**config.mk**
```make
export PLATFORM = sky130hd
export DESIGN_NAME = sst_top
export DESIGN_NICKNAME = d
export VERILOG_FILES = /design/src/logic/sst_pkg.sv /design/src/logic/sst_reqack.sv /design/src/logic/sst_top.sv
export SDC_FILE = /design/constraint.sdc
export NUM_CORES = 1
export LEC_CHECK = 0
export BUFFER_PORTS_ARGS = -buffer_cell sky130_fd_sc_hd__buf_2
export CAP_MARGIN = 20
export CORE_MARGIN = 3
export CORE_UTILIZATION = 55
export CTS_BUF_LIST = sky130_fd_sc_hd__clkbuf_8
export CTS_CLUSTER_DIAMETER = 120
export DETAILED_ROUTE_END_ITERATION = 16
export PLACE_DENSITY = 0.81
export SLEW_MARGIN = 20
export SYNTH_ARGS = -nofsm -noshare
export SYNTH_HDL_FRONTEND = slang
export SYNTH_SLANG_ARGS = --single-unit
```
**constraint.sdc**
```tcl
create_clock -name clk -period 3.1 [get_ports clk]
set_input_delay 0.31 -clock clk [delete_from_list [all_inputs] [get_ports clk]]
set_output_delay 0.31 -clock clk [all_outputs]
set_load 0.01 [all_outputs]
```
**src/logic/sst_pkg.sv**
```systemverilog
// Shared constants and types for the target status/disconnect sequencer.
// Assumes a single 10 MHz clock and a classic Wishbone register port.
package sst_pkg;
  // ---------------------------------------------------------------
  // Command codes written to the command register
  // ---------------------------------------------------------------
  localparam logic [7:0] CMD_STATUS_COMPLETE = 8'h0D;
  localparam logic [7:0] CMD_DISCONNECT_MSG = 8'h0E;
  localparam logic [7:0] CMD_DISCONNECT = 8'h04;
  localparam logic [7:0] CMD_RESET = 8'h00;
  // ---------------------------------------------------------------
  // Message bytes
  // ---------------------------------------------------------------
  localparam logic [7:0] MSG_CMD_COMPLETE = 8'h00;
  localparam logic [7:0] MSG_LINKED = 8'h0A;
  localparam logic [7:0] MSG_LINKED_FLAG = 8'h0B;
  localparam logic [7:0] MSG_SAVE_PTR = 8'h02;
  localparam logic [7:0] MSG_DISCONNECT = 8'h04;
  // ---------------------------------------------------------------
  // Progress codes
  // ---------------------------------------------------------------
  localparam logic [7:0] PH_NONE = 8'h00;
  localparam logic [7:0] PH_CMD = 8'h30;
  localparam logic [7:0] PH_SDP = 8'h41;
  localparam logic [7:0] PH_DISC = 8'h42;
  localparam logic [7:0] PH_FREE = 8'h43;
  localparam logic [7:0] PH_STATUS = 8'h50;
  localparam logic [7:0] PH_CC = 8'h60;
  localparam logic [7:0] PH_LCC = 8'h61;
  // ---------------------------------------------------------------
  // Register byte offsets
  // ---------------------------------------------------------------
  localparam logic [7:0] OFS_CMD = 8'h00;
  localparam logic [7:0] OFS_STATUS_HOLD = 8'h04;
  localparam logic [7:0] OFS_LINK_CTRL = 8'h08;
  localparam logic [7:0] OFS_CTRL = 8'h0C;
  localparam logic [7:0] OFS_PHASE = 8'h10;
  localparam logic [7:0] OFS_IRQ_STATUS = 8'h14;
  localparam logic [7:0] OFS_IRQ_MASK = 8'h18;
  localparam logic [7:0] OFS_STATE = 8'h1C;
  // ---------------------------------------------------------------
  // Field positions and reset values
  // ---------------------------------------------------------------
  localparam int CTRL_HALT_BIT = 0;
  localparam int CTRL_SDP_BIT = 1;
  localparam int CTRL_AUTO_DISC_BIT = 2;
  localparam int CTRL_CONN_BIT = 3;
  localparam int IRQ_DONE_BIT = 0;
  localparam int IRQ_FREE_BIT = 1;
  localparam int IRQ_TERM_BIT = 2;
  localparam int IRQ_INVALID_BIT = 3;
  localparam logic [7:0] RST_BYTE = 8'h00;
  localparam logic [3:0] RST_NIBBLE = 4'h0;
  localparam logic [3:0] CDB_LEN_6 = 4'h6;
  localparam logic [3:0] CDB_LEN_10 = 4'hA;
  localparam logic [3:0] CDB_LEN_12 = 4'hC;

  typedef enum logic [2:0] {
    S_IDLE, S_STAT, S_MSG, S_SDP, S_DISC, S_CDB, S_WAIT, S_FREE
  } sst_state_e;

  typedef enum logic [1:0] {H_IDLE, H_SETUP, H_REQ, H_REL} sst_hs_e;
endpackage

```
**src/logic/sst_reqack.sv**
```systemverilog
// One-byte REQ/ACK handshake engine for the target side.
// Assumes ack and data inputs are already synchronised by the caller.
`timescale 1ns/1ns
module sst_reqack
  import sst_pkg::*;
(
  input wire logic clk,
  input wire logic rst,
  input wire logic start,
  input wire logic dir_out,
  input wire logic [7:0] tx_byte,
  input wire logic abort,
  input wire logic ack_s,
  input wire logic [7:0] db_s,
  output logic req,
  output logic [7:0] db_o,
  output logic db_oe,
  output logic [7:0] rx_byte,
  output logic done
);
  sst_hs_e hs_ff;

  // -----------------------------------------------------------------
  // Handshake sequence
  // -----------------------------------------------------------------
  // Data is put out one cycle before REQ so the initiator sees it settled.
  always_ff @(posedge clk) begin
    done <= 1'b0;
    if (rst || abort) begin
      hs_ff <= H_IDLE;
      req <= 1'b0;
      db_oe <= 1'b0;
      db_o <= RST_BYTE;
      rx_byte <= RST_BYTE;
    end else begin
      case (hs_ff)
        H_IDLE: begin
          if (start) begin
            db_o <= tx_byte;
            db_oe <= dir_out;
            hs_ff <= H_SETUP;
          end
        end
        H_SETUP: begin
          req <= 1'b1;
          hs_ff <= H_REQ;
        end
        H_REQ: begin
          if (ack_s) begin
            rx_byte <= db_s;
            req <= 1'b0;
            hs_ff <= H_REL;
          end
        end
        H_REL: begin
          if (!ack_s) begin
            db_oe <= 1'b0;
            done <= 1'b1;
            hs_ff <= H_IDLE;
          end
        end
        default: hs_ff <= H_IDLE;
      endcase
    end
  end
endmodule

```
**src/logic/sst_top.sv**
```systemverilog
// Target-role sequencer for the status/complete and disconnect commands.
// Assumes a classic Wishbone master and an initiator that keeps the
// REQ/ACK handshake; SCSI inputs are asynchronous and synchronised here.
//
// Added by the designer: the register addresses and the Wishbone register port.
`timescale 1ns/1ns
module sst_top
  import sst_pkg::*;
(
  input wire logic clk,
  input wire logic rst,
  input wire logic wb_cyc_i,
  input wire logic wb_stb_i,
  input wire logic wb_we_i,
  input wire logic [7:0] wb_adr_i,
  input wire logic [3:0] wb_sel_i,
  input wire logic [31:0] wb_dat_i,
  output logic [31:0] wb_dat_o,
  output logic wb_ack_o,
  output logic irq,
  input wire logic scsi_ack_i,
  input wire logic scsi_atn_i,
  input wire logic [7:0] scsi_db_i,
  output logic [7:0] scsi_db_o,
  output logic scsi_db_oe,
  output logic scsi_req_o,
  output logic scsi_bsy_o,
  output logic scsi_cd_o,
  output logic scsi_io_o,
  output logic scsi_msg_o,
  output logic [7:0] cdb_byte_o,
  output logic cdb_valid_o
);
  import sst_pkg::*;

  // -----------------------------------------------------------------
  // Pin synchronisers
  // -----------------------------------------------------------------
  logic [9:0] sync1_ff;
  logic [9:0] sync2_ff;
  always_ff @(posedge clk) begin
    if (rst) begin
      sync1_ff <= 10'h000;
      sync2_ff <= 10'h000;
    end else begin
      sync1_ff <= {scsi_atn_i, scsi_ack_i, scsi_db_i};
      sync2_ff <= sync1_ff;
    end
  end
  wire atn_s = sync2_ff[9];
  wire ack_s = sync2_ff[8];
  wire [7:0] db_s = sync2_ff[7:0];

  // -----------------------------------------------------------------
  // Wishbone slave
  // -----------------------------------------------------------------
  logic [7:0] status_hold_reg_ff;
  logic [7:0] link_control_reg_ff;
  logic [2:0] ctrl_ff;
  logic conn_ff;
  logic [7:0] phase_ff;
  logic [3:0] irq_status_ff;
  logic [3:0] irq_mask_ff;
  sst_state_e state_ff;
  sst_state_e cur_ff;

  wire wb_hit = wb_cyc_i && wb_stb_i && !wb_ack_o;
  wire wr_lo = wb_hit && wb_we_i && wb_sel_i[0];
  wire wr_cmd = wr_lo && (wb_adr_i == OFS_CMD);
  wire wr_status = wr_lo && (wb_adr_i == OFS_STATUS_HOLD);
  wire wr_link = wr_lo && (wb_adr_i == OFS_LINK_CTRL);
  wire wr_ctrl = wr_lo && (wb_adr_i == OFS_CTRL);
  wire wr_phase = wr_lo && (wb_adr_i == OFS_PHASE);
  wire wr_mask = wr_lo && (wb_adr_i == OFS_IRQ_MASK);
  wire rd_irq = wb_hit && !wb_we_i && (wb_adr_i == OFS_IRQ_STATUS);
  wire [7:0] cmd_code = wb_dat_i[7:0];
  wire halt_on_attention_bit = ctrl_ff[CTRL_HALT_BIT];
  wire save_pointer_before_disconnect_bit = ctrl_ff[CTRL_SDP_BIT];
  wire busy = (state_ff != S_IDLE);
  wire [7:0] rd_data =
    (wb_adr_i == OFS_STATUS_HOLD) ? status_hold_reg_ff :
    (wb_adr_i == OFS_LINK_CTRL) ? link_control_reg_ff :
    (wb_adr_i == OFS_CTRL) ? {4'h0, conn_ff, ctrl_ff} :
    (wb_adr_i == OFS_PHASE) ? phase_ff :
    (wb_adr_i == OFS_IRQ_STATUS) ? {4'h0, irq_status_ff} :
    (wb_adr_i == OFS_IRQ_MASK) ? {4'h0, irq_mask_ff} :
    (wb_adr_i == OFS_STATE) ? {6'h00, conn_ff, busy} : RST_BYTE;

  always_ff @(posedge clk) begin
    if (rst) begin
      wb_ack_o <= 1'b0;
      wb_dat_o <= 32'h0000_0000;
    end else begin
      wb_ack_o <= wb_hit;
      wb_dat_o <= wb_hit ? {24'h00_0000, rd_data} : 32'h0000_0000;
    end
  end

  always_ff @(posedge clk) begin
    if (rst) begin
      status_hold_reg_ff <= RST_BYTE;
      link_control_reg_ff <= RST_BYTE;
      ctrl_ff <= 3'h0;
      irq_mask_ff <= RST_NIBBLE;
    end else begin
      if (wr_status) status_hold_reg_ff <= wb_dat_i[7:0];
      if (wr_link) link_control_reg_ff <= wb_dat_i[7:0];
      if (wr_ctrl) ctrl_ff <= wb_dat_i[2:0];
      if (wr_mask) irq_mask_ff <= wb_dat_i[3:0];
    end
  end

  // -----------------------------------------------------------------
  // Command sequencer
  // -----------------------------------------------------------------
  // Disconnect and Reset commands are honoured in any state, so software
  // can always pull the device off a hung initiator.
  wire kill = wr_cmd && (cmd_code == CMD_DISCONNECT || cmd_code == CMD_RESET);
  wire go_0d = wr_cmd && (cmd_code == CMD_STATUS_COMPLETE);
  wire go_0e = wr_cmd && (cmd_code == CMD_DISCONNECT_MSG);
  wire halt = atn_s && halt_on_attention_bit;
  wire [7:0] msg_code = !link_control_reg_ff[0] ? MSG_CMD_COMPLETE :
    (link_control_reg_ff[1] ? MSG_LINKED_FLAG : MSG_LINKED);
  wire launch = (state_ff == S_STAT) || (state_ff == S_MSG) ||
    (state_ff == S_SDP) || (state_ff == S_DISC) || (state_ff == S_CDB);

  logic hs_start_ff;
  logic hs_dir_ff;
  logic [7:0] hs_byte_ff;
  logic bsy_ff;
  logic [2:0] lines_ff;
  logic [3:0] cdb_cnt_ff;
  logic [3:0] cdb_len_ff;
  logic hs_done;
  logic [7:0] hs_rx;
  // The group code comes from the captured byte, because the live bus
  // has already moved on when the handshake reports done.
  wire [2:0] grp = hs_rx[7:5];
  wire [3:0] len_first = (grp == 3'h1 || grp == 3'h2) ? CDB_LEN_10 :
    (grp == 3'h5) ? CDB_LEN_12 : CDB_LEN_6;

  sst_state_e nxt_state;
  sst_state_e nxt_cur;
  logic [7:0] nxt_phase;
  logic nxt_conn;
  logic nxt_bsy;
  logic [2:0] nxt_lines;
  logic nxt_hs_start;
  logic nxt_hs_dir;
  logic [7:0] nxt_hs_byte;
  logic [3:0] nxt_cdb_cnt;
  logic [3:0] nxt_cdb_len;
  logic nxt_cdb_valid;
  logic [3:0] irq_ev;

  always_comb begin
    nxt_state = state_ff;
    nxt_cur = cur_ff;
    nxt_phase = phase_ff;
    nxt_conn = conn_ff;
    nxt_bsy = bsy_ff;
    nxt_lines = lines_ff;
    nxt_hs_start = 1'b0;
    nxt_hs_dir = hs_dir_ff;
    nxt_hs_byte = hs_byte_ff;
    nxt_cdb_cnt = cdb_cnt_ff;
    nxt_cdb_len = cdb_len_ff;
    nxt_cdb_valid = 1'b0;
    irq_ev = 4'h0;
    if (kill) begin
      nxt_state = S_IDLE;
      nxt_conn = 1'b0;
      nxt_bsy = 1'b0;
      nxt_lines = 3'h0;
      irq_ev[IRQ_TERM_BIT] = 1'b1;
      if (cmd_code == CMD_RESET) nxt_phase = PH_NONE;
    end else begin
      case (state_ff)
        S_IDLE: begin
          if (wr_phase) nxt_phase = wb_dat_i[7:0];
          if (wr_ctrl) nxt_conn = wb_dat_i[CTRL_CONN_BIT];
          if (wr_ctrl) nxt_bsy = wb_dat_i[CTRL_CONN_BIT];
          if ((go_0d || go_0e) && !conn_ff) begin
            irq_ev[IRQ_INVALID_BIT] = 1'b1;
          end else if (go_0d) begin
            nxt_state = (phase_ff == PH_STATUS) ? S_MSG : S_STAT;
          end else if (go_0e) begin
            nxt_state = save_pointer_before_disconnect_bit ? S_SDP : S_DISC;
          end
        end
        S_STAT, S_MSG, S_SDP, S_DISC, S_CDB: begin
          if (halt) begin
            nxt_state = S_IDLE;
            irq_ev[IRQ_TERM_BIT] = 1'b1;
          end else begin
            nxt_hs_start = 1'b1;
            nxt_cur = state_ff;
            nxt_state = S_WAIT;
            nxt_hs_dir = (state_ff != S_CDB);
            nxt_lines = (state_ff == S_STAT) ? 3'b110 :
              (state_ff == S_CDB) ? 3'b100 : 3'b111;
            nxt_hs_byte = (state_ff == S_STAT) ? status_hold_reg_ff :
              (state_ff == S_MSG) ? msg_code :
              (state_ff == S_SDP) ? MSG_SAVE_PTR : MSG_DISCONNECT;
            if (state_ff == S_CDB && cdb_cnt_ff == 4'h0) nxt_phase = PH_CMD;
          end
        end
        S_WAIT: begin
          if (hs_done) begin
            case (cur_ff)
              S_STAT: begin
                nxt_phase = PH_STATUS;
                nxt_state = S_MSG;
              end
              S_MSG: begin
                if (link_control_reg_ff[0]) begin
                  nxt_phase = PH_LCC;
                  nxt_state = S_CDB;
                  nxt_cdb_cnt = 4'h0;
                  nxt_cdb_len = CDB_LEN_6;
                end else begin
                  nxt_phase = PH_CC;
                  nxt_state = S_IDLE;
                  nxt_conn = 1'b0;
                  nxt_bsy = 1'b0;
                  nxt_lines = 3'h0;
                  irq_ev[IRQ_DONE_BIT] = 1'b1;
                end
              end
              S_SDP: begin
                nxt_phase = PH_SDP;
                nxt_state = S_DISC;
              end
              S_DISC: begin
                nxt_phase = PH_DISC;
                nxt_state = S_FREE;
                nxt_bsy = 1'b0;
                nxt_lines = 3'h0;
              end
              S_CDB: begin
                nxt_cdb_valid = 1'b1;
                nxt_cdb_cnt = cdb_cnt_ff + 4'h1;
                nxt_phase = PH_CMD + {4'h0, cdb_cnt_ff + 4'h1};
                if (cdb_cnt_ff == 4'h0) nxt_cdb_len = len_first;
                if (cdb_cnt_ff + 4'h1 == ((cdb_cnt_ff == 4'h0) ?
                    len_first : cdb_len_ff)) begin
                  nxt_state = S_IDLE;
                  irq_ev[IRQ_DONE_BIT] = 1'b1;
                end else begin
                  nxt_state = S_CDB;
                end
              end
              default: nxt_state = S_IDLE;
            endcase
          end
        end
        S_FREE: begin
          nxt_phase = PH_FREE;
          nxt_conn = 1'b0;
          nxt_state = S_IDLE;
          irq_ev[IRQ_FREE_BIT] = 1'b1;
        end
        default: nxt_state = S_IDLE;
      endcase
    end
  end

  always_ff @(posedge clk) begin
    if (rst) begin
      state_ff <= S_IDLE;
      cur_ff <= S_IDLE;
      phase_ff <= PH_NONE;
      conn_ff <= 1'b0;
      bsy_ff <= 1'b0;
      lines_ff <= 3'h0;
      hs_start_ff <= 1'b0;
      hs_dir_ff <= 1'b0;
      hs_byte_ff <= RST_BYTE;
      cdb_cnt_ff <= RST_NIBBLE;
      cdb_len_ff <= RST_NIBBLE;
      cdb_valid_o <= 1'b0;
    end else begin
      state_ff <= nxt_state;
      cur_ff <= nxt_cur;
      phase_ff <= nxt_phase;
      conn_ff <= nxt_conn;
      bsy_ff <= nxt_bsy;
      lines_ff <= nxt_lines;
      hs_start_ff <= nxt_hs_start;
      hs_dir_ff <= nxt_hs_dir;
      hs_byte_ff <= nxt_hs_byte;
      cdb_cnt_ff <= nxt_cdb_cnt;
      cdb_len_ff <= nxt_cdb_len;
      cdb_valid_o <= nxt_cdb_valid;
    end
  end
  assign scsi_bsy_o = bsy_ff;
  assign scsi_cd_o = lines_ff[2];
  assign scsi_io_o = lines_ff[1];
  assign scsi_msg_o = lines_ff[0];
  assign cdb_byte_o = hs_rx;

  sst_reqack u_hs (
    .clk(clk),
    .rst(rst),
    .start(hs_start_ff),
    .dir_out(hs_dir_ff),
    .tx_byte(hs_byte_ff),
    .abort(kill),
    .ack_s(ack_s),
    .db_s(db_s),
    .req(scsi_req_o),
    .db_o(scsi_db_o),
    .db_oe(scsi_db_oe),
    .rx_byte(hs_rx),
    .done(hs_done)
  );

  // -----------------------------------------------------------------
  // Interrupts
  // -----------------------------------------------------------------
  // A new event in the cycle of a clearing read survives the clear.
  always_ff @(posedge clk) begin
    if (rst) begin
      irq_status_ff <= RST_NIBBLE;
      irq <= 1'b0;
    end else begin
      irq_status_ff <= (rd_irq ? 4'h0 : irq_status_ff) | irq_ev;
      irq <= |(irq_status_ff & irq_mask_ff);
    end
  end
endmodule

```
# Word-level counts from Yosys, hierarchy flattened
# Cells that the tools add are included.
totals:
  inputBits: 59
  elab_cells: 226
  register_bits: 140
op_classes:
  n_bitwise: 9
  mux: 80
  n_addsub: 2
  n_reduce_logical: 56
  eq_ne: 50
op_table:
  columns: ["operator", "n"]
  rows:
  - ["$mux W8", 11]
  - ["$mux W4", 10]
  - ["$pmux W8 S5", 1]
  - ["$mux W3", 12]
  - ["$eq A8 B4 Y1 const B", 4]
  - ["$eq A8 B5 Y1 const B", 4]
  - ["$pmux W8 S4", 1]
  - ["$mux W1", 24]
  - ["$eq A3 B3 Y1 const B", 7]
  - ["$reduce_and A5 Y1", 4]
  - ["$logic_and A1 B1 Y1", 18]
  - ["$ne A2 B2 Y1 const B", 9]
  - ["$eq A8 B3 Y1 const B", 2]
  - ["$logic_not A8 Y1", 2]
  - ["$mux W2", 8]
  - ["$pmux W4 S2", 2]
  - ["$eq A3 B2 Y1 const B", 5]
  - ["$pmux W3 S5", 1]
  - ["$pmux W3 S2", 2]
  - ["$pmux W3 S4", 1]
  - ["$reduce_and A3 Y1", 4]
  - ["$pmux W1 S2", 5]
  - ["$reduce_bool A2 Y1", 5]
  - ["$eq A3 B1 Y1 const B", 3]
  - ["28 further kinds", 52]

# Longest topological paths before layout
logic_depth:
  word_depth: 12
  mapped_depth: 8
  ltp_nobuf: 7

# Modules after synthesis
# Synthesis repeated with hierarchy kept, for this count alone.
hier_totals:
  hier_cells: 649
  area_unflattened_um2: 5536.6
by_module_without_submodules:
  columns: ["module", "seq_area_each_um2", "n_inst", "area_each_um2", "cells_per_inst"]
  rows:
  - ["sst_top", 1901.8, 1, 4583.1, 541]
  - ["sst_reqack", 420.4, 1, 953.4, 108]

# Least setup slack after synthesis
# Ideal clock, no wire load.
synth_path:
  path_type: "register to register"
  startpoint: "register cdb_cnt_ff[0]"
  endpoint: "register state_ff[0]"
  stages_incl_launch_ff: 9
  slack_ns: 0.963
  required_time_ns: 2.970
  t_arrival_ns: 2.007
  path_buffers: 1
  setup_ns: 0.130
  path_cell_list: "dfxtp_1 -> clkbuf_1 -> inv_1 -> ha_1 -> or3b_2 -> nor4_1 -> o221ai_1 -> a311oi_1 -> o22ai_1"
synth_via:
  elab_chain_len: 7
  elab_cells_between_ends: 8
synth_rtl:
  columns: ["item", "line_no", "source"]
  rows:
  - ["from (decl)", "sst_top.sv:132", "logic [3:0] cdb_cnt_ff;"]
  - ["from (signal assigned)", "sst_top.sv:292", "cdb_cnt_ff <= nxt_cdb_cnt;"]
  - ["parallel branches: the longest is 2 deep, another holds $add A4 B1 Y4", null, null]
  - ["$eq A4 B4 Y1 (*)", "sst_top.sv:245", "if (cdb_cnt_ff + 4'h1 == ((cdb_cnt_ff == 4'h0) ?"]
  - ["$mux W3 (*)", "sst_top.sv:245", null]
  - ["$pmux W3 S5 (*)", "sst_top.sv:210", "case (cur_ff)"]
  - ["$mux W3 (*)", "sst_top.sv:209", "if (hs_done) begin"]
  - ["$pmux W3 S4 (*)", "sst_top.sv:178", "case (state_ff)"]
  - ["to (signal assigned)", "sst_top.sv:283", "state_ff <= nxt_state;"]
  - ["to (decl)", "sst_top.sv:64", "sst_state_e state_ff;"]
# Every way passes the cells marked *. The select of a mux whose other input is x is not followed.
# A chain may end at the register's enable or synchronous reset.

# Worst setup path after layout
# Ends and elaborated chain as after synthesis.

==> results.yml <==
floorplan:
  rows: 36
  core_area_mm2: 0.00991
  pin_count: 116
  dieArea_mm2: 0.0115
  start_util: 0.571
  die_w_um: 107
  chipHeight_um: 107
logic_synthesis:
  ys_seq_area_frac: 0.410
  async_flop_share: 0
  synthCells: 692
  syn_area_mm2: 0.00566
  yosys_most_used_dff: "dfxtp_1"
  synth-seq-cells: 116
  yosysWarnings: 0
  synth-edff-count: 0
  avgSynthCellArea_um2: 8.18
  ys_types: 72
timing:
  whs_ns: 0.0696
  fin_setup_tns_ns: 0
  tightest_slew_ns: 0.871
  clock_skew_ns: 0.0129
  fin_crit_sh: 0.769
  rsz0062_at_grt: "false"
  finalMaxSlewViolations: 0
  max_freq_mhz: 419
  timing_hold_violations_final: 0
  slew_headroom: 0.416
  setup_slack_ns: 0.716
  period_needed_ns: 2.38
  setup_viol: 0
cells_and_area:
  layout_common_cells: "dfxtp_1 (116), a21oi_1 (81), nand2_1 (75)"
  final_common_cell: "dfxtp_1"
  seqCellArea_mm2: 0.00232
  layout.cells.non_filler: 878
  final_nets: 798
  utilization: 0.635
  final_area_mm2: 0.00629
  reg_top3: "sync1_ff x10, sync2_ff x10"
  multiInputGateArea_mm2: 0.00299
  diodes: 0
  area_growth_pct: 11.2
  fillers: 852
  layout-drive-gt1-share: 0.161
clock_tree:
  clkSlewWorstSetupHoldPaths_ns: 0.07
  htree_levels: 4
  cts_sinks: 116
  worstSkewPairLatency_ns: 0.44
  tritoncts: "built"
  cts_resized: 0
  post_cts_buffers: 0
  cts_hold_buf: 0
  cts_buffers: 17
  clk_path_buf_depth: 2
  cts-root-buf: "clkbuf_8"
detailed_routing:
  drc_errors: 0
  routedWlPerCell_um: 16.8
  postRouteAntennaNets: 0
  routed_wl_mm: 14.8
  num_vias: 5251
  drt_pre_antenna_iters: 7
  first_iter_violations: 413
  vias_per_cell: 5.98
power_and_ir_drop:
  p_seq_frac: 0.496
  pwr_density_cell_mw_per_mm2: 488
  p_switching_mw: 0.757
  swShare: 0.247
  ir_drop_uv: 437
  clock_power_share: 0.440
  p_int_mw: 2.31
  p_comb_frac: 0.063
  p_leak_nw: 2.39
  power_mw: 3.07
placed_design:
  dp_hpwl_mm: 10.4
  dp_cells: 847
  pre_cts_ws_ns: 0.690
  globalplace.congestion: 0.931
  port_buffers: 64
  placed_area_mm2: 0.00592
setup_path:
  cp.required_ns: 3.42
  worstPathArrival_ns: 2.71
  critPathKind: "flip-flop to flip-flop"
  reg2reg_setup_slack_ns: 0.72
  critPathCaptureType: "flip-flop"
  timing.rr.start: "cdb_cnt_ff[0]$_SDFFE_PP0P_"
  cp_max_fo: 8
  r2r-end: "state_ff[0]$_SDFFE_PP0P_"
  rr_worst_depth: 7
  startpoint_type: "flip-flop"
grt:
  antenna_found_initial: 0
  grt_max_degree: 54
  grt_pass1_wl_mm: 23.9
  grt_overflow: 0
  track_usage: 0.261
  grt_pass1_vias: 4874
worst_hold_path:
  worst_hold_path_type: "input port to flip-flop"
  worstHoldEndpoint: "sync1_ff[5]$_SDFF_PP0_"
  hold_path_depth: 2
  worstHoldStart: "scsi_db_i[5]"
flow_run:
  cap_viol_max_count: 0
run_status:
  status: "complete, no violations"
## routing by layer
metal | track usage | up-vias | wire, um
li1 | - | 2515 | -
met1 | 0.326 | 2449 | 6250
met2 | 0.434 | 245 | 6960
met3 | 0.0582 | 42 | 1200
met4 | 0.114 | 0 | 336
met5 | 0 | - | 0
## cells in the mapped netlist (4+ instances only)
master	n	share of area
nor4b_1	4	0.0062
and3_1	5	0.0055
inv_1	19	0.013
nand2_1	75	0.050
and3b_1	5	0.0077
o21ai_0	32	0.028
a211oi_1	4	0.0053
clkbuf_1	38	0.025
buf_2	8	0.0071
nor3_1	15	0.013
a31oi_1	6	0.0066
xor2_1	4	0.0062
nand3b_1	7	0.0093
dfxtp_1	116	0.41
o221ai_1	6	0.0093
nor4_1	4	0.0044
o211ai_1	4	0.0053
and4_1	4	0.0062
a22oi_1	7	0.0093
nor2b_1	28	0.031
a21oi_1	81	0.072
a222oi_1	4	0.0071
nor2_1	33	0.022
nor3b_1	5	0.0066
a22o_1	4	0.0062
ha_1	6	0.013
nand2b_1	8	0.0088
buf_4	24	0.032
nand4_1	10	0.011
mux2i_1	9	0.016
nand3_1	58	0.051
## power groups by stage
stage          Sequential (mW)  Combinational [mW]  Clock, mW
2_1_floorplan             1.56               0.153          0
3_3_place_gp              1.56               0.183          0
3_5_place_dp              1.56               0.190          0
4_1_cts                   1.52               0.191       1.36
5_1_grt                   1.52               0.216       1.43
6_report                  1.52               0.194       1.35
## cell type report
cell class / instances / share of cell area
sequential: 116 / 0.369
clock buffer: 19 / 0.0416
inverter: 20 / 0.0119
tap: 133 / 0.0264
timing repair buffer: 70 / 0.0581
multi-input combinational: 508 / 0.475
clock inverter: 12 / 0.0185
## critical path, stage by stage, from the launching register on
cell      delay [ns]
dfxtp_1         0.39
inv_1           0.16
ha_1            0.21
or3b_2          0.50
nor4_1          0.35
o221ai_1        0.22
a311oi_1        0.30
o22ai_1         0.12
## worst max-delay path by stage
stage,start,endpoint,slack (ns),cells past startpoint
6_report,cdb_cnt_ff[0]$_SDFFE_PP0P_,state_ff[0]$_SDFFE_PP0P_,0.72,7
5_1_grt,cdb_cnt_ff[0]$_SDFFE_PP0P_,state_ff[0]$_SDFFE_PP0P_,0.55,7
3_5_place_dp,wb_dat_i[4],phase_ff[5]$_SDFFE_PP0P_,0.69,5
4_1_cts,cdb_cnt_ff[0]$_SDFFE_PP0P_,state_ff[0]$_SDFFE_PP0P_,0.74,7
2_1_floorplan,cdb_cnt_ff[0]$_SDFFE_PP0P_,state_ff[0]$_SDFFE_PP0P_,0.96,8
3_3_place_gp,wb_dat_i[7],phase_ff[5]$_SDFFE_PP0P_,0.72,5
## cell families (layout without fill, tap and decap cells)
| logic type | Yosys count | count (layout) | synth area share |
|---|---|---|---|
| AOI/OAI and AO/OA | 172 | 172 | 0.187 |
| adders and majority gates | 6 | 6 | 0.0133 |
| buffers and inverters | 91 | 121 | 0.0780 |
| xor gates and xnor gates | 7 | 7 | 0.0108 |
| muxes | 10 | 10 | 0.0179 |
| other | 1 | 24 | 0.000662 |
| and+or+nand+nor | 289 | 289 | 0.282 |
| DFF | 116 | 116 | 0.410 |
(Power assumes the default switching activity.)
